## src/bsp_pkg.sv

```systemverilog
// constants, field layouts and carrier types of the buffered serial port
// Functional notes
// - two select bits choose rate generator source
// - select bits: pin ctrl 7, rate two 13
// - clock pin used as source stops driving
// - rx pin source drives generator on tx pin
// - pin ctrl layout, read-only bits, zero reset
// - four separate frame and clock polarity bits
// - independent rx/tx timing with double buffering
// - up to 128 channels enabled per direction
// - narrow mode: partitions A and B only
// - wide mode: partitions C to H enabled
// - rx enable bit n takes channel n
// - tx enable bit n sends channel n
// - clock stop forces one word per frame
// - spi mode: rx follows tx clock and frame
// - word length 8,12,16,20,24 or 32 bits
package bsp_pkg;

// ----------------------------------------------------------------
// register map (byte addresses, one word each; enable banks eight words)
// ----------------------------------------------------------------
localparam logic [7:0] OFS_PIN = 8'h00;
localparam logic [7:0] OFS_RATE = 8'h04;
localparam logic [7:0] OFS_WORD = 8'h08;
localparam logic [7:0] OFS_RXD = 8'h0c;
localparam logic [7:0] OFS_TXD = 8'h10;
localparam logic [7:0] OFS_STAT = 8'h14;
localparam logic [7:0] OFS_RXEN = 8'h40;
localparam logic [7:0] OFS_TXEN = 8'h60;

// ----------------------------------------------------------------
// fields and reset values
// ----------------------------------------------------------------
localparam logic [15:0] PIN_WMASK = 16'h3f8f;
localparam logic [15:0] PIN_RST = 16'h0000;
localparam int RATE_CLKMODE_BIT = 13;
localparam logic [15:0] RATE_RST = 16'h0000;
localparam logic [8:0] WORD_RST = 9'h000;
localparam int PARTS = 8;
localparam int PART_CH = 16;

typedef struct packed {
    logic [1:0] reserved;
    logic tx_io_enable;
    logic rx_io_enable;
    logic transmit_frame_mode;
    logic receive_frame_mode;
    logic transmit_clock_mode;
    logic receive_clock_mode;
    logic enhanced_clock_select;
    logic ext_clock_pin_status;
    logic tx_data_pin_status;
    logic rx_data_pin_status;
    logic transmit_frame_polarity;
    logic receive_frame_polarity;
    logic transmit_clock_polarity;
    logic receive_clock_polarity;
} bsp_pin_t;

typedef struct packed {
    logic clock_stop_mode;
    logic tx_multichannel;
    logic rx_multichannel;
    logic tx_wide_channel_mode;
    logic rx_wide_channel_mode;
    logic unused;
    logic [2:0] word_code;
} bsp_word_t;

endpackage

```

## src/bsp_serial_port.sv

```systemverilog
// buffered serial port: bus slave, rate generator, rx/tx engines
`timescale 1ns/1ps

// ----------------------------------------------------------------
// two-entry buffer with valid/ready on both sides
// ----------------------------------------------------------------
module bsp_fifo2 #(
    parameter int W = 32
) (
    input wire logic i_clk,
    input wire logic i_rst_n,
    input wire logic i_valid,
    output logic o_ready,
    input wire logic [W-1:0] i_data,
    output logic o_valid,
    input wire logic i_ready,
    output logic [W-1:0] o_data
);
    logic [W-1:0] mem_q [2];
    logic wp_q;
    logic rp_q;
    logic [1:0] cnt_q;
    logic push;
    logic pop;

    assign o_ready = (cnt_q != 2'd2);
    assign o_valid = (cnt_q != 2'd0);
    assign o_data = mem_q[rp_q];
    assign push = i_valid && o_ready;
    assign pop = i_ready && o_valid;

    // pointers and fill level
    always_ff @(posedge i_clk) begin
        if (!i_rst_n) begin
            wp_q <= 1'b0;
            rp_q <= 1'b0;
            cnt_q <= 2'd0;
        end else begin
            if (push) wp_q <= !wp_q;
            if (pop) rp_q <= !rp_q;
            cnt_q <= 2'(cnt_q + {1'b0, push} - {1'b0, pop});
        end
    end

    // storage, no reset needed
    always_ff @(posedge i_clk) begin
        if (push) mem_q[wp_q] <= i_data;
    end
endmodule

module bsp_serial_port (
    input wire logic i_clk,
    input wire logic i_rst_n,
    input wire logic [7:0] i_address,
    input wire logic i_read,
    input wire logic i_write,
    input wire logic [31:0] i_writedata,
    output logic [31:0] o_readdata,
    output logic o_waitrequest,
    input wire logic i_rx_clk_pin,
    output logic o_rx_clk_pin,
    output logic o_rx_clk_oe_n,
    input wire logic i_tx_clk_pin,
    output logic o_tx_clk_pin,
    output logic o_tx_clk_oe_n,
    input wire logic i_rx_fs_pin,
    output logic o_rx_fs_pin,
    output logic o_rx_fs_oe_n,
    input wire logic i_tx_fs_pin,
    output logic o_tx_fs_pin,
    output logic o_tx_fs_oe_n,
    input wire logic i_rx_data_pin,
    output logic o_tx_data_pin,
    output logic o_tx_data_oe_n
);
    import bsp_pkg::*;

    // ----------------------------------------------------------------
    // registers and declarations
    // ----------------------------------------------------------------
    bsp_pin_t pin_q;
    logic [15:0] rate_q;
    bsp_word_t word_q;
    logic [127:0] rx_en_q;
    logic [127:0] tx_en_q;
    logic rx_ovr_q;
    logic tx_und_q;
    logic wait_q;
    logic [31:0] rdata_q;
    logic [4:0] s1_q, s2_q, s3_q;
    logic [7:0] srg_cnt_q;
    logic srg_clk_q;
    logic [4:0] gen_bit_q;
    logic [6:0] gen_slot_q;
    logic fs_gen_q;
    logic tx_pend_q, tx_act_q, tx_on_q;
    logic [6:0] tx_slot_q;
    logic [4:0] tx_bit_q;
    logic [31:0] tx_sh_q;
    logic rx_pend_q, rx_act_q;
    logic [6:0] rx_slot_q;
    logic [4:0] rx_bit_q;
    logic [31:0] rx_sh_q;
    logic req, stall, acc_w, acc_r, tick, wrap;
    logic srg_rise, srg_fall, tx_rise, tx_fall, rx_rise;
    logic tx_fs, rx_fs, tx_pin_src, rx_pin_src;
    logic [4:0] wl;
    logic [6:0] tx_last, rx_last, tx_next;
    logic txb_in_rdy, txb_out_vld, txb_pop;
    logic [31:0] txb_data;
    logic rxb_push, rxb_in_rdy, rxb_out_vld, rxb_pop;
    logic [31:0] rxb_data, rx_word, rd_mux;
    logic [15:0] pin_rd;
    logic rx_done;

    // word length code to index of last bit
    function automatic logic [4:0] last_bit(input logic [2:0] c);
        case (c)
            3'd0: last_bit = 5'd7;
            3'd1: last_bit = 5'd11;
            3'd2: last_bit = 5'd15;
            3'd3: last_bit = 5'd19;
            3'd4: last_bit = 5'd23;
            default: last_bit = 5'd31;
        endcase
    endfunction

    // channel enable lookup; narrow mode limits to slots 0..31
    function automatic logic ch_on(input logic [127:0] en,
            input logic [6:0] slot, input logic mc, input logic wide);
        if (!mc) ch_on = 1'b1;
        else if (!wide && slot[6:5] != 2'd0) ch_on = 1'b0;
        else ch_on = en[slot];
    endfunction

    // ----------------------------------------------------------------
    // avalon slave
    // ----------------------------------------------------------------
    assign req = i_read || i_write;
    assign stall = i_write && i_address == OFS_TXD && !txb_in_rdy;
    assign acc_w = i_write && !wait_q;
    assign acc_r = i_read && !wait_q;

    // one-cycle answer; a write to a full transmit buffer waits
    always_ff @(posedge i_clk) begin
        if (!i_rst_n) wait_q <= 1'b1;
        else wait_q <= !(req && wait_q && !stall);
    end

    assign pin_rd = {2'b00, pin_q[13:7], 1'b0, o_tx_data_pin,
        s2_q[4], pin_q[3:0]};

    // read mux; unmapped addresses read zero
    always_comb begin
        rd_mux = 32'h0000_0000;
        case (i_address)
            OFS_PIN: rd_mux = {16'h0000, pin_rd};
            OFS_RATE: rd_mux = {16'h0000, rate_q};
            OFS_WORD: rd_mux = {23'h000000, word_q};
            OFS_RXD: rd_mux = rxb_data;
            OFS_STAT: rd_mux = {28'h0000000, tx_und_q, rx_ovr_q,
                rxb_out_vld, txb_in_rdy};
            default: begin
                if (i_address[7:5] == OFS_RXEN[7:5])
                    rd_mux = {16'h0000, rx_en_q[16*i_address[4:2] +: 16]};
                else if (i_address[7:5] == OFS_TXEN[7:5])
                    rd_mux = {16'h0000, tx_en_q[16*i_address[4:2] +: 16]};
            end
        endcase
    end

    // read data captured while the answer is prepared
    always_ff @(posedge i_clk) begin
        if (!i_rst_n) rdata_q <= 32'h0000_0000;
        else if (i_read && wait_q) rdata_q <= rd_mux;
    end
    assign o_readdata = rdata_q;
    assign o_waitrequest = wait_q;

    // configuration registers; status bits of pin ctrl are not stored
    always_ff @(posedge i_clk) begin
        if (!i_rst_n) begin
            pin_q <= PIN_RST;
            rate_q <= RATE_RST;
            word_q <= WORD_RST;
        end else if (acc_w) begin
            if (i_address == OFS_PIN)
                pin_q <= i_writedata[15:0] & PIN_WMASK;
            if (i_address == OFS_RATE) rate_q <= i_writedata[15:0];
            if (i_address == OFS_WORD) word_q <= i_writedata[8:0];
        end
    end

    // channel enable registers, one per partition and direction
    genvar gp;
    generate
        for (gp = 0; gp < PARTS; gp++) begin : g_part
            always_ff @(posedge i_clk) begin
                if (!i_rst_n) begin
                    rx_en_q[gp*PART_CH +: PART_CH] <= 16'h0000;
                    tx_en_q[gp*PART_CH +: PART_CH] <= 16'h0000;
                end else if (acc_w && i_address[4:2] == 3'(gp)) begin
                    if (i_address[7:5] == OFS_RXEN[7:5])
                        rx_en_q[gp*PART_CH +: PART_CH] <=
                            i_writedata[15:0];
                    if (i_address[7:5] == OFS_TXEN[7:5])
                        tx_en_q[gp*PART_CH +: PART_CH] <=
                            i_writedata[15:0];
                end
            end
        end
    endgenerate

    // sticky errors, write one clears, a new event wins
    always_ff @(posedge i_clk) begin
        if (!i_rst_n) begin
            rx_ovr_q <= 1'b0;
            tx_und_q <= 1'b0;
        end else begin
            if (rx_done && !rxb_in_rdy && rxb_push) rx_ovr_q <= 1'b1;
            else if (acc_w && i_address == OFS_STAT && i_writedata[2])
                rx_ovr_q <= 1'b0;
            if (txb_pop == 1'b0 && tx_fall && tx_on_q && !txb_out_vld
                    && (tx_pend_q || (tx_act_q && tx_bit_q == wl)))
                tx_und_q <= 1'b1;
            else if (acc_w && i_address == OFS_STAT && i_writedata[3])
                tx_und_q <= 1'b0;
        end
    end

    // ----------------------------------------------------------------
    // pin synchronisers: rx clk, tx clk, rx fs, tx fs, rx data
    // ----------------------------------------------------------------
    always_ff @(posedge i_clk) begin
        if (!i_rst_n) begin
            s1_q <= 5'h00;
            s2_q <= 5'h00;
            s3_q <= 5'h00;
        end else begin
            s1_q <= {i_rx_data_pin, i_tx_fs_pin, i_rx_fs_pin,
                i_tx_clk_pin, i_rx_clk_pin};
            s2_q <= s1_q;
            s3_q <= s2_q;
        end
    end

    // ----------------------------------------------------------------
    // sample rate generator
    // ----------------------------------------------------------------
    assign rx_pin_src = pin_q.enhanced_clock_select
        && !rate_q[RATE_CLKMODE_BIT];
    assign tx_pin_src = pin_q.enhanced_clock_select
        && rate_q[RATE_CLKMODE_BIT];

    // source select; the unpinned external clock gives no ticks
    always_comb begin
        case ({pin_q.enhanced_clock_select, rate_q[RATE_CLKMODE_BIT]})
            2'b01: tick = 1'b1;
            2'b10: tick = s2_q[0] && !s3_q[0];
            2'b11: tick = s2_q[1] && !s3_q[1];
            default: tick = 1'b0;
        endcase
    end

    assign srg_rise = tick && srg_cnt_q == rate_q[7:0] && !srg_clk_q;
    assign srg_fall = tick && srg_cnt_q == rate_q[7:0] && srg_clk_q;

    // divider; low byte of rate reg is half period minus one
    always_ff @(posedge i_clk) begin
        if (!i_rst_n) begin
            srg_cnt_q <= 8'h00;
            srg_clk_q <= 1'b0;
        end else if (tick) begin
            if (srg_cnt_q == rate_q[7:0]) begin
                srg_cnt_q <= 8'h00;
                srg_clk_q <= !srg_clk_q;
            end else begin
                srg_cnt_q <= 8'(srg_cnt_q + 8'h01);
            end
        end
    end

    // internal frame pulse, one bit long, once per transmit frame
    assign wrap = gen_bit_q == wl && gen_slot_q == tx_last;
    always_ff @(posedge i_clk) begin
        if (!i_rst_n) begin
            gen_bit_q <= 5'd0;
            gen_slot_q <= 7'd0;
            fs_gen_q <= 1'b0;
        end else if (srg_fall) begin
            fs_gen_q <= wrap;
            gen_bit_q <= (gen_bit_q == wl) ? 5'd0 : 5'(gen_bit_q + 5'd1);
            if (wrap) gen_slot_q <= 7'd0;
            else if (gen_bit_q == wl)
                gen_slot_q <= 7'(gen_slot_q + 7'd1);
        end
    end

    // ----------------------------------------------------------------
    // bit timing; edges are seen two to three cycles after the pin
    // ----------------------------------------------------------------
    assign wl = last_bit(word_q.word_code);
    assign tx_last = word_q.clock_stop_mode ? 7'd0
        : !word_q.tx_multichannel ? 7'd0
        : word_q.tx_wide_channel_mode ? 7'd127 : 7'd31;
    assign rx_last = word_q.clock_stop_mode ? 7'd0
        : !word_q.rx_multichannel ? 7'd0
        : word_q.rx_wide_channel_mode ? 7'd127 : 7'd31;
    assign tx_rise = pin_q.transmit_clock_mode ? srg_rise
        : ((s2_q[1] ^ pin_q.transmit_clock_polarity)
        && !(s3_q[1] ^ pin_q.transmit_clock_polarity));
    assign tx_fall = pin_q.transmit_clock_mode ? srg_fall
        : (!(s2_q[1] ^ pin_q.transmit_clock_polarity)
        && (s3_q[1] ^ pin_q.transmit_clock_polarity));
    assign rx_rise = word_q.clock_stop_mode ? tx_rise
        : pin_q.receive_clock_mode ? srg_rise
        : ((s2_q[0] ^ pin_q.receive_clock_polarity)
        && !(s3_q[0] ^ pin_q.receive_clock_polarity));
    assign tx_fs = pin_q.transmit_frame_mode ? fs_gen_q
        : (s2_q[3] ^ pin_q.transmit_frame_polarity);
    assign rx_fs = word_q.clock_stop_mode ? tx_fs
        : pin_q.receive_frame_mode ? fs_gen_q
        : (s2_q[2] ^ pin_q.receive_frame_polarity);

    // ----------------------------------------------------------------
    // transmitter: frame seen on rise, bits launched on fall
    // ----------------------------------------------------------------
    assign tx_next = tx_pend_q ? 7'd0 : 7'(tx_slot_q + 7'd1);
    assign txb_pop = tx_fall && txb_out_vld
        && ch_on(tx_en_q, tx_next, word_q.tx_multichannel,
        word_q.tx_wide_channel_mode)
        && (tx_pend_q || (tx_act_q && tx_bit_q == wl
        && tx_slot_q != tx_last));

    always_ff @(posedge i_clk) begin
        if (!i_rst_n) begin
            tx_pend_q <= 1'b0;
            tx_act_q <= 1'b0;
            tx_on_q <= 1'b0;
            tx_slot_q <= 7'd0;
            tx_bit_q <= 5'd0;
            tx_sh_q <= 32'h0000_0000;
        end else begin
            if (tx_rise && tx_fs && !tx_act_q) tx_pend_q <= 1'b1;
            if (tx_fall) begin
                if (tx_pend_q || (tx_act_q && tx_bit_q == wl
                        && tx_slot_q != tx_last)) begin
                    tx_pend_q <= 1'b0;
                    tx_act_q <= 1'b1;
                    tx_slot_q <= tx_next;
                    tx_bit_q <= 5'd0;
                    tx_on_q <= ch_on(tx_en_q, tx_next,
                        word_q.tx_multichannel,
                        word_q.tx_wide_channel_mode);
                    tx_sh_q <= txb_pop
                        ? 32'(txb_data << (5'd31 - wl)) : 32'h0000_0000;
                end else if (tx_act_q && tx_bit_q == wl) begin
                    tx_act_q <= 1'b0;
                    tx_on_q <= 1'b0;
                end else if (tx_act_q) begin
                    tx_bit_q <= 5'(tx_bit_q + 5'd1);
                    tx_sh_q <= {tx_sh_q[30:0], 1'b0};
                end
            end
        end
    end

    // data pin undriven outside frames and in disabled slots
    always_ff @(posedge i_clk) begin
        if (!i_rst_n) begin
            o_tx_data_pin <= 1'b0;
            o_tx_data_oe_n <= 1'b1;
        end else begin
            o_tx_data_pin <= tx_sh_q[31];
            o_tx_data_oe_n <= !(tx_act_q && tx_on_q);
        end
    end

    // ----------------------------------------------------------------
    // receiver: one bit data delay after the frame pulse
    // ----------------------------------------------------------------
    assign rx_done = rx_rise && rx_act_q && rx_bit_q == wl;
    assign rx_word = {rx_sh_q[30:0], s2_q[4]} & ~(32'hffff_fffe << wl);
    assign rxb_push = rx_done && ch_on(rx_en_q, rx_slot_q,
        word_q.rx_multichannel, word_q.rx_wide_channel_mode);

    always_ff @(posedge i_clk) begin
        if (!i_rst_n) begin
            rx_pend_q <= 1'b0;
            rx_act_q <= 1'b0;
            rx_slot_q <= 7'd0;
            rx_bit_q <= 5'd0;
            rx_sh_q <= 32'h0000_0000;
        end else if (rx_rise) begin
            if (rx_pend_q) begin
                rx_pend_q <= 1'b0;
                rx_act_q <= 1'b1;
                rx_slot_q <= 7'd0;
                rx_bit_q <= 5'd1;
                rx_sh_q <= {31'h00000000, s2_q[4]};
            end else if (rx_act_q) begin
                rx_sh_q <= {rx_sh_q[30:0], s2_q[4]};
                if (rx_bit_q == wl) begin
                    rx_bit_q <= 5'd0;
                    rx_slot_q <= 7'(rx_slot_q + 7'd1);
                    if (rx_slot_q == rx_last) rx_act_q <= 1'b0;
                end else begin
                    rx_bit_q <= 5'(rx_bit_q + 5'd1);
                end
            end
            if (rx_fs && !rx_act_q && !rx_pend_q) rx_pend_q <= 1'b1;
        end
    end

    // ----------------------------------------------------------------
    // double buffers between bus and engines
    // ----------------------------------------------------------------
    assign rxb_pop = acc_r && i_address == OFS_RXD;

    bsp_fifo2 #(.W(32)) u_tx_buf (
        .i_clk(i_clk),
        .i_rst_n(i_rst_n),
        .i_valid(acc_w && i_address == OFS_TXD),
        .o_ready(txb_in_rdy),
        .i_data(i_writedata),
        .o_valid(txb_out_vld),
        .i_ready(txb_pop),
        .o_data(txb_data)
    );

    bsp_fifo2 #(.W(32)) u_rx_buf (
        .i_clk(i_clk),
        .i_rst_n(i_rst_n),
        .i_valid(rxb_push),
        .o_ready(rxb_in_rdy),
        .i_data(rx_word),
        .o_valid(rxb_out_vld),
        .i_ready(rxb_pop),
        .o_data(rxb_data)
    );

    // ----------------------------------------------------------------
    // clock and frame pin drivers
    // ----------------------------------------------------------------
    // a clock pin chosen as generator source never drives
    always_ff @(posedge i_clk) begin
        if (!i_rst_n) begin
            o_rx_clk_pin <= 1'b0;
            o_rx_clk_oe_n <= 1'b1;
            o_tx_clk_pin <= 1'b0;
            o_tx_clk_oe_n <= 1'b1;
            o_rx_fs_pin <= 1'b0;
            o_rx_fs_oe_n <= 1'b1;
            o_tx_fs_pin <= 1'b0;
            o_tx_fs_oe_n <= 1'b1;
        end else begin
            o_rx_clk_pin <= srg_clk_q ^ pin_q.receive_clock_polarity;
            o_rx_clk_oe_n <= !(pin_q.receive_clock_mode
                && !rx_pin_src);
            o_tx_clk_pin <= srg_clk_q ^ pin_q.transmit_clock_polarity;
            o_tx_clk_oe_n <= !(pin_q.transmit_clock_mode
                && !tx_pin_src);
            o_rx_fs_pin <= fs_gen_q ^ pin_q.receive_frame_polarity;
            o_rx_fs_oe_n <= !pin_q.receive_frame_mode;
            o_tx_fs_pin <= fs_gen_q ^ pin_q.transmit_frame_polarity;
            o_tx_fs_oe_n <= !pin_q.transmit_frame_mode;
        end
    end
endmodule

```

## config.mk

```make
export PLATFORM = sky130hd
export DESIGN_NAME = bsp_serial_port
export DESIGN_NICKNAME = d
export VERILOG_FILES = /design/src/bsp_pkg.sv /design/src/bsp_serial_port.sv
export SDC_FILE = /design/constraint.sdc
export NUM_CORES = 1
export LEC_CHECK = 0
export ABC_CLOCK_PERIOD_IN_PS = 7400
export BUFFER_PORTS_ARGS = -buffer_cell sky130_fd_sc_hd__buf_2
export CORE_UTILIZATION = 63
export CTS_CLUSTER_SIZE = 30
export DETAILED_ROUTE_END_ITERATION = 6
export PLACE_DENSITY = 0.78
export SLEW_MARGIN = 30
export SYNTH_ARGS = -nofsm -noshare
export SYNTH_HDL_FRONTEND = slang
export SYNTH_SLANG_ARGS = --single-unit
export TNS_END_PERCENT = 10
```

## constraint.sdc

```tcl
create_clock -name i_clk -period 7.4 [get_ports i_clk]
set_clock_uncertainty 0.15 [all_clocks]
set_input_delay 1.48 -clock i_clk [delete_from_list [all_inputs] [get_ports i_clk]]
set_output_delay 1.48 -clock i_clk [all_outputs]
set_load 0.01 [all_outputs]
```

== Word-level counts from Yosys, hierarchy flattened ==
Memories as Yosys holds them, arrays and structs flattened. A register that Yosys moved wholly into a read port is not among the register bits.
Cells that the tools add are included.

* Equality and inequality tests: 31
* Mux-type cells: 69
* $lt $le $gt $ge: 2
* Shift operators: 4
* Add/subtract/negate cells: 12
* Bitwise gates (word level): 13
* Reductions and logical operators: 130

{| class="wikitable"
|+ Operator list
! kind !! number
|-
| 128-bit by 8-bit variable part select with 16-bit output || 2
|-
| 32-bit case mux with 5 select lines || 1
|-
| 32-bit 2-to-1 mux || 4
|-
| 7-bit 2-to-1 mux || 12
|-
| 31-bit 2-to-1 mux || 2
|-
| 1-bit logical AND || 58
|-
| 2-bit AND reduction || 24
|-
| 1-bit 2-to-1 mux || 36
|-
| 5-bit 2-to-1 mux || 7
|-
| 32-bit bitwise AND || 1
|-
| 16-bit 2-to-1 mux || 2
|-
| 32-bit NOT || 1
|-
| 32-bit by 5-bit left shift with 32-bit output || 1
|-
| 32-bit by 5-bit left shift with 32-bit output, first input constant || 1
|-
| 1-bit logical NOT || 29
|-
| 5-bit case mux with 5 select lines || 1
|-
| 2-bit nonzero test || 11
|-
| 7-bit by 1-bit adder with 7-bit output, second input constant || 3
|-
| 3-bit by 2-bit == test with 1-bit output, second input constant || 6
|-
| 8-bit by 4-bit == test with 1-bit output, second input constant || 2
|-
| 8-bit by 5-bit == test with 1-bit output, second input constant || 2
|-
| 7-bit by 8-bit less-than comparator with 1-bit output, second input constant || 2
|-
| 5-bit by 1-bit adder with 5-bit output, second input constant || 3
|-
| 3-bit == test, second input constant || 5
|-
| 23 further kinds || 45
|}

* Bits of input ports: 49
* Register bits after elaboration: 471
* Bits in writable memories: 128
* Logic and storage cells: 337
* Output and inout bits: 43
* Memories kept: 2

{| class="wikitable"
|+ Memory list
! name !! words !! width !! rd ports !! clocked after Yosys merged registers in !! wr ports !! RTL line !! source
|-
| u_rx_buf.mem_q || 2 || 32 || 1 || 1 || 1 || bsp_serial_port.sv:19 || <nowiki>logic [W-1:0] mem_q [2];</nowiki>
|-
| u_tx_buf.mem_q || 2 || 32 || 1 || 1 || 1 || bsp_serial_port.sv:19 ||
|}

== Longest topological paths before layout ==
Gate-level depths: netlist of the first run.

* Depth after elaboration: 15
* Mapped depth: 18
* Depth with buffers taken out: 15

== Modules after synthesis ==
Synthesis of the first run repeated with hierarchy kept, for this count alone.

* Cells, all modules: 3027
* Area, all modules: 29565.9 um^2

{| class="wikitable"
|+ Modules (own cells, without submodules)
! module !! cells an instance !! area an instance (um^2) !! instances !! sequential area each (um^2)
|-
| bsp_serial_port || 2767 || 24433.4 || 1 || 9268.9
|-
| bsp_fifo2 || 130 || 2566.2 || 2 || 2021.9
|}

== Worst setup path before layout of the first run ==
OpenSTA, ideal clock, no wires.

* Path type: input port to flip-flop
* Start: in i_address[2]
* End: mem u_tx_buf.mem_q[0][0], enable pin
* Stages on the path: 6
* Path buffers: 3
* Setup slack: 0.851 ns
* Library setup time: 0.505 ns
* Data required time: 6.745 ns
* Data arrival time: 5.894 ns
* Path through: buf_2 buf_1 clkbuf_1 nor2_1 nand2_1 nor4_1

* Cells in the longest elaborated chain, start to end: 5

{| class="wikitable"
|+ Ends and longest elaborated chain
! item !! RTL line !! source
|-
| start, declared || bsp_serial_port.sv:54 || <nowiki>input wire logic [7:0] i_address,</nowiki>
|-
| 8-bit by 5-bit == test with 1-bit output || bsp_serial_port.sv:423 || <nowiki>.i_valid(acc_w && i_address == OFS_TXD),</nowiki>
|-
| 1-bit logical AND || bsp_serial_port.sv:423 ||
|-
| 1-bit logical AND || bsp_serial_port.sv:29 || <nowiki>assign push = i_valid && o_ready;</nowiki>
|-
| 1-bit 2-to-1 mux || bsp_serial_port.sv:47 || <nowiki>if (push) mem_q[wp_q] <= i_data;</nowiki>
|-
| 1-bit 2-to-1 mux (not written as such) || bsp_serial_port.sv:47 ||
|-
| end, declared || bsp_serial_port.sv:19 ||
|}

Every way passes these cells.

== Worst setup path in the final report of the first run ==
* Start: reg tx_slot_q[1]
* End: reg u_tx_buf.cnt_q[1]

* Cells in the longest elaborated chain, start to end: 10
* Elaborated cells between the ends (all ways): 15
* Those cells by class: 2 x add/sub; 1 x eq/ne; 5 x mux; 7 x reduce/logical

{| class="wikitable"
|+ Ends and longest elaborated chain
! item !! RTL line !! source
|-
| start, declared || bsp_serial_port.sv:97 || <nowiki>logic [6:0] tx_slot_q;</nowiki>
|-
| start signal, assigned || bsp_serial_port.sv:350 || <nowiki>tx_slot_q <= tx_next;</nowiki>
|-
| 7-bit by 1-bit adder with 7-bit output || bsp_serial_port.sv:328 || <nowiki>assign tx_next = tx_pend_q ? 7'd0 : 7'(tx_slot_q + 7'd1);</nowiki>
|-
| 7-bit 2-to-1 mux || bsp_serial_port.sv:328 ||
|-
| 1-bit binary-select mux with 7-bit select / 2-bit nonzero test (equally long branches) || bsp_serial_port.sv:133, bsp_serial_port.sv:132 ||
|-
| 1-bit 2-to-1 mux (not written as such) / 1-bit logical AND (equally long branches) || bsp_serial_port.sv:133, bsp_serial_port.sv:132 ||
|-
| 1-bit 2-to-1 mux || bsp_serial_port.sv:132 || <nowiki>else if (!wide && slot[6:5] != 2'd0) ch_on = 1'b0;</nowiki>
|-
| 1-bit 2-to-1 mux || bsp_serial_port.sv:131 || <nowiki>if (!mc) ch_on = 1'b1;</nowiki>
|-
| 1-bit logical AND || bsp_serial_port.sv:330 || <nowiki>&& ch_on(tx_en_q, tx_next, word_q.tx_multichannel,</nowiki>
|-
| 1-bit logical AND * || bsp_serial_port.sv:332 || <nowiki>&& (tx_pend_q || (tx_act_q && tx_bit_q == wl</nowiki>
|-
| 1-bit logical AND * || bsp_serial_port.sv:30 || <nowiki>assign pop = i_ready && o_valid;</nowiki>
|-
| net u_tx_buf.pop || bsp_serial_port.sv:24 || <nowiki>logic pop;</nowiki>
|-
| 2-bit by 1-bit subtractor with 2-bit output * || bsp_serial_port.sv:41 || <nowiki>cnt_q <= 2'(cnt_q + {1'b0, push} - {1'b0, pop});</nowiki>
|-
| end signal, assigned || bsp_serial_port.sv:41 ||
|-
| end, declared || bsp_serial_port.sv:22 || <nowiki>logic [1:0] cnt_q;</nowiki>
|}

Mark *: on every way through the listed nets, which the timed path passes. The rest lies on a longest branch. The select of a mux whose other input is x is not followed.
A chain may end at the register's enable or synchronous reset.

==> flow_summary.yaml, run 1 <==
place:
  dpl.hpwl_um: 57280
  post-place-ws_ns: 2.062
  place_congestion: 0.9645
  placed_cells: 3553
  portBuffers: 91
drt:
  ant_nets: 0
  totalWireLength_um: 86070
  drt-initial-drc-count: 2937
  remaining_drc_errors: 4
  dr_total_vias: 24110
  viasPerCell: 6.572
  drtPass1Iterations: 7
  wl_per_cell_um: 23.47
grt:
  grt_usage_pct: 35.96
  antenna_found_initial: 3
  grt_pass1_vias: 22970
  grt_pass1_wl_um: 133000
  grt_max_degree: 306
  grt_overflow_total: 0
clock_network:
  clock-sinks: 601
  cts_resized: 0
  post_cts_buffers: 0
  insertion_delay_ns: 0.66
  cts_tree: "yes"
  root_buffer: "clkbuf_16"
  holdBufCountCts: 0
  cts_buffer_depth: 3
  cts_buffers: 59
  cts.reportedPaths.clkPinSlew_ns: 0.07
  htree_levels: 2
floorplanning:
  start_util_pct: 63.75
  die_h_um: 219.0
  core-area_sq_mm: 0.04656
  row_count: 79
  die_x_um: 219.0
  dieArea_sq_mm: 0.04798
  ios: 92
critical_path:
  worstPathArrival_ns: 5.16
  cp_max_fo: 24
  critPathLaunchType: "flip-flop"
  cp-end-kind: "flip-flop"
  r2r_start: "tx_slot_q[1]"
  r2r_setup_slack_ns: 2.63
  r2r_end: "u_tx_buf.cnt_q[1]"
  reg2regPathDepth: 17
  worst-setup-path-type: "flip-flop to flip-flop"
  crit_required_ns: 7.80
logic_synthesis:
  synth_area_leader_cell: "dfxtp_1"
  synth_seq_area_share_pct: 44.86
  async_flop_share_pct: 0
  synth_top_cell_area_share_pct: 31.91
  synthesis.area_sq_mm: 0.02968
  synth.distinct_cells: 84
  synth_common_cells: "nand2_1, dfxtp_1, a21boi_0"
  yosys-top-cells-area: "dfxtp_1, edfxtp_1, mux4_2"
  yosysMostFrequentCell: "nand2_1"
  yosysWarningCount: 0
  ys.flop_type: "dfxtp_1"
  syn_avg_cell_area_sq_um: 9.680
  syn-num-nets: 3126
  ys_seq_elements: 601
  postSynthCellCount: 3066
  synth_edf_count: 128
power:
  power.leakage_nw: 10.77
  finalPower_mw: 6.852
  ir_worst_vdd_uv: 298.6
  power_density_mw_per_mm2: 211.2
sta:
  finalCritPeriodShare_pct: 64.44
  fmax_mhz: 209.7
  slew_headroom_pct: 34.76
  finalMaxSlewViolations: 0
  final_hold_viol_count: 0
  worst_pin_slew_ns: 0.9786
  fin_tns_setup_ns: 0
  fin_ws_ns: 2.631
  rsz0062_at_grt: "false"
  setup_violations: 0
  finalCriticalPeriod_ns: 4.769
final_layout:
  final.fill_count: 3465
  regArea_sq_mm: 0.01332
  area_delta_synth_final_pct: 9.330
  multi_input_area_sq_mm: 0.01531
  nets: 3069
  drive_gt1_share_pct: 14.51
  finalNonFillerCells: 3668
job:
  drv_cap: 0
run_status:
  violations: "DRC"
  outcome: "finished with violations"
hold_path:
  hold_path_depth: 1
  hold_class: "flip-flop to flip-flop"
  min-delay-start: "s1_q[1]"
  hold_end: "s2_q[1]"
cells in the final DEF (no fill, tap or decap), drive strengths merged, types with 27 or more instances in the layout:
master	n
o21ai	88
nor2b	91
edfxtp	128
nand3	51
and2	36
nor3	44
o22ai	27
nand2	658
nand3b	37
nor2	111
a21oi	92
a21boi	311
buf	141
xor2	30
clkbuf	84
dfxtp	473
nand2b	46
mux4	136
mux2i	118
worst max path at each step:
stage	startpoint	to	slack, ns	cells after the start
final	tx_slot_q[1]	u_tx_buf.cnt_q[1]	2.63	17
after detailed placement	i_address[5]	u_rx_buf.cnt_q[1]	2.06	12
after floorplan	i_address[2]	u_tx_buf.mem_q[0][0]	0.85	6
after CTS	tx_slot_q[1]	u_tx_buf.cnt_q[1]	2.70	17
after global placement	i_address[5]	u_rx_buf.cnt_q[1]	2.14	12
after global routing	tx_slot_q[1]	u_tx_buf.cnt_q[1]	2.37	17
per-stage QoR:
step           cell area (sq um)  hold slack (ns)  utilization [%]
2_1_floorplan              29680           0.2276                -
3_3_place_gp               30300           0.2744            65.08
3_5_place_dp               30310           0.2727            65.10
4_1_cts                    32380           0.2906            69.56
5_1_grt                    32440           0.2969            69.69
6_report                   32450           0.2879            69.70
state kept, by name (all words and copies together) (netlist names), 7 cells and up, named ones only:
| register | count |
|---|---|
| rate_q | 16 |
| tx_en_q | 128 |
| tx_sh_q | 32 |
| rx_en_q | 128 |
| rx_sh_q | 31 |
| pin_q | 11 |
| word_q | 9 |
| rx_slot_q | 7 |
| gen_slot_q | 7 |
| tx_slot_q | 7 |
| u_rx_buf.mem_q | 64 |
| srg_cnt_q | 8 |
| o_readdata | 32 |
| u_tx_buf.mem_q | 64 |
kinds of logic after synthesis:
logic type,synth area share [%]
AOI/OAI and AO/OA,15.73
xor gates and xnor gates,1.640
adders and majority gates,0.4637
buffers and inverters,3.769
DFF,44.86
muxes,15.25
and+or+nand+nor,18.30
final cells by class:
| type | count | area share, % |
|---|---|---|
| repair buffers | 141 | 2.746 |
| inverters | 22 | 0.2545 |
| clock inverters | 28 | 1.157 |
| well taps | 607 | 2.341 |
| flip-flops and latches | 601 | 41.06 |
| clock buffers | 84 | 5.240 |
| multi-input cells | 2184 | 47.19 |
| diodes | 1 | 0.007712 |
critical path, stage by stage (launching register included):
cell and delay [ns]:
dfxtp_1 0.35, ha_1 0.86, buf_4 0.35, o21ai_1 0.24
a221oi_1 0.41, o32ai_1 0.16, a2111oi_0 0.56, a21oi_2 0.11
buf_4 0.23, nand2_1 0.08, buf_4 0.17, inv_1 0.08
ha_1 0.27, inv_1 0.04, ha_1 0.18, xnor2_1 0.18
xnor2_1 0.08, and2_1 0.15
power by group:
part           switching (mW)  total (mW)  leakage (nW)  internal, mW
clock                    1.33        3.18          1.01          1.85
combinational           0.200       0.303          4.81         0.103
sequential             0.0149        3.36          4.95          3.35
total                    1.55        6.85          10.8          5.31
metal layers:
metal  up-vias  part of all wire (%)  global-route usage (%)  wire length, um
li1      10820                     -                       -                -
met1     11670                    40                   48.71            34600
met2      1392                    45                   56.11            38640
met3       228                    10                   6.334             8704
met4         0                   4.8                   16.90             4124
met5         -                     0                       0                0
No activity file was read; power rests on OpenSTA's default activity.
==> inputs of run 2 (changes only) <==
Settings changed: ABC_CLOCK_PERIOD_IN_PS 7400 to 3870, CORE_UTILIZATION 63 to 57, PLACE_DENSITY 0.78 to 0.74.
Clock period 7.4 ns to 3.87 ns, I/O delays scaled along.
==> run 2 against run 1 <==
Net effect:
- the flow now finishes without violations
- clock-buffer cell count grew 3
- fmax up 30%
- worst setup slack got worse by 2.4 ns
- clock power rose by 88%
==> flow_summary.yaml, run 2 (synthesis gave the netlist of run 1 again) <==
run_status:
  outcome: "completed"
drt:
  remaining_drc_errors: 0
  dr_total_vias: 24300
  wl_per_cell_um: 23.42
  drt-initial-drc-count: 2673
  viasPerCell: 6.359
  totalWireLength_um: 89510
  ant_nets: 0
  drtPass1Iterations: 6
power:
  p_int_mw: 10.00
  power.leakage_nw: 11.11
  ir_worst_vdd_uv: 382.6
  p_sw_mw: 3.017
  power_density_mw_per_mm2: 391.4
  pwr-share-clk_pct: 46.0
  p_comb_share_pct: 4.6
  p_sw_share_pct: 23.17
  seq_power_share_pct: 49.5
place:
  place_congestion: 0.9987
  dpl.hpwl_um: 62240
  portBuffers: 91
critical_path:
  worstPathArrival_ns: 4.07
  cp_max_fo: 12
  worst-setup-path-type: "flip-flop to flip-flop"
  crit_required_ns: 4.28
  cp-end-kind: "flip-flop"
  critPathLaunchType: "flip-flop"
  reg2regPathDepth: 11
job:
  drv_cap: 0
grt:
  antenna_found_initial: 3
  grt_usage_pct: 33.64
  grt_pass1_wl_um: 138500
  grt_pass1_vias: 23580
  grt_overflow_total: 0
  grt_max_degree: 116
hold_path:
  hold_class: "primary input to flip-flop"
  hold_path_depth: 1
sta:
  final_hold_viol_count: 0
  slew_headroom_pct: 42.24
  whs_ns: 0.1526
  worst_pin_slew_ns: 0.8652
  fmax_mhz: 273.3
  setup_violations: 0
  rsz0062_at_grt: "false"
  finalCriticalPeriod_ns: 3.659
  finalCritPeriodShare_pct: 94.55
  finalMaxSlewViolations: 0
floorplanning:
  dieArea_sq_mm: 0.05298
  die_x_um: 230.2
  start_util_pct: 57.73
  die_h_um: 230.2
  row_count: 83
  core-area_sq_mm: 0.05141
  ios: 92
final_layout:
  drive_gt1_share_pct: 16.62
  mostFrequentLayoutCells: "nand2_1, dfxtp_1, a21boi_0"
  regArea_sq_mm: 0.01332
  multi_input_area_sq_mm: 0.01535
  area_delta_synth_final_pct: 12.08
  reg.largest.list: "rx_en_q: 128 flops, tx_en_q: 128 flops"
  fin_util_pct: 64.71
  layout_commonest_cell: "nand2_1"
  final.fill_count: 4112
  nets: 3148
clock_network:
  root_buffer: "clkbuf_16"
  cts_buffers: 61
  cts.reportedPaths.clkPinSlew_ns: 0.06
  insertion_delay_ns: 0.67
  post_cts_buffers: 0
  htree_levels: 2
  cts_buffer_depth: 3
  cts_tree: "yes"
  clock-sinks: 601
run 2: cell count changes in the layout (fill, tap and decap cells not counted), sizes merged:
cell | previous run | this run
bufinv | 7 | 4
inv | 23 | 22
clkbuf | 84 | 87
buf | 141 | 218
clkinv | 16 | 21
run 2: stage by stage:
stage	setup WS [ns]	area [sq um]	TNS, ns	cells	total power [mW]
2_1_floorplan	-0.3938	29690	-24.50	3066	6.935
3_3_place_gp	0.05374	31170	0	3705	7.148
3_5_place_dp	0.03372	31180	0	3705	7.159
4_1_cts	0.06030	33210	0	3821	13.07
5_1_grt	0.01371	33260	0	3821	13.35
6_report	0.2110	33260	0	3822	13.02
run 2: metal layers:
metal	global-route usage, %	vias to the layer above	share of wire (%)
li1	-	10970	-
met2	53.00	1258	45
met1	45.42	11850	41
met5	0	-	0.036
met4	13.33	4	4.2
met3	6.833	229	9.2
run 2: final timing paths:
| path | from | endpoint | slack, ns |
|---|---|---|---|
| setup / recovery | rx_slot_q[0] | u_rx_buf.cnt_q[1] | 0.21 |
| hold / removal | i_writedata[25] | u_tx_buf.mem_q[1][25] | 0.15 |
| setup reg to reg | rx_slot_q[0] | u_rx_buf.cnt_q[1] | 0.21 |
| hold reg to reg | s1_q[2] | s2_q[2] | 0.28 |
run 2: what timing repair did:
item,in CTS,in global routing
resized for setup,0,10
setup endpoints to repair,0,2
hold buffers,0,0
run 2: layout make-up:
class,count,area share [%]
Multi-Input combinational cell,2184,46.15
Sequential cell,601,40.04
Clock buffer,87,5.161
Timing Repair Buffer,218,4.894
Tap cell,680,2.558
Clock inverter,29,0.9441
Inverter,22,0.2483
Antenna cell,1,0.007523
run 2: power by group through the flow:
stage               clock, mW  sequential, mW  combinational (mW)
floorplan                   0            6.56               0.376
CTS                      6.04            6.44               0.583
detailed placement          0            6.58               0.582
global route             6.29            6.44               0.620
global placement            0            6.58               0.572
finish                   5.98            6.44               0.594
run 2: worst max-delay path, cell delays in order, from the launching register on:
cell	delay, ns
dfxtp_2	0.57
mux4_2	0.55
mux4_2	0.46
and2_0	0.16
a2111oi_0	0.60
o41ai_1	0.25
nand3_2	0.16
inv_1	0.06
ha_1	0.20
xnor2_1	0.13
xnor2_1	0.12
and2_1	0.15
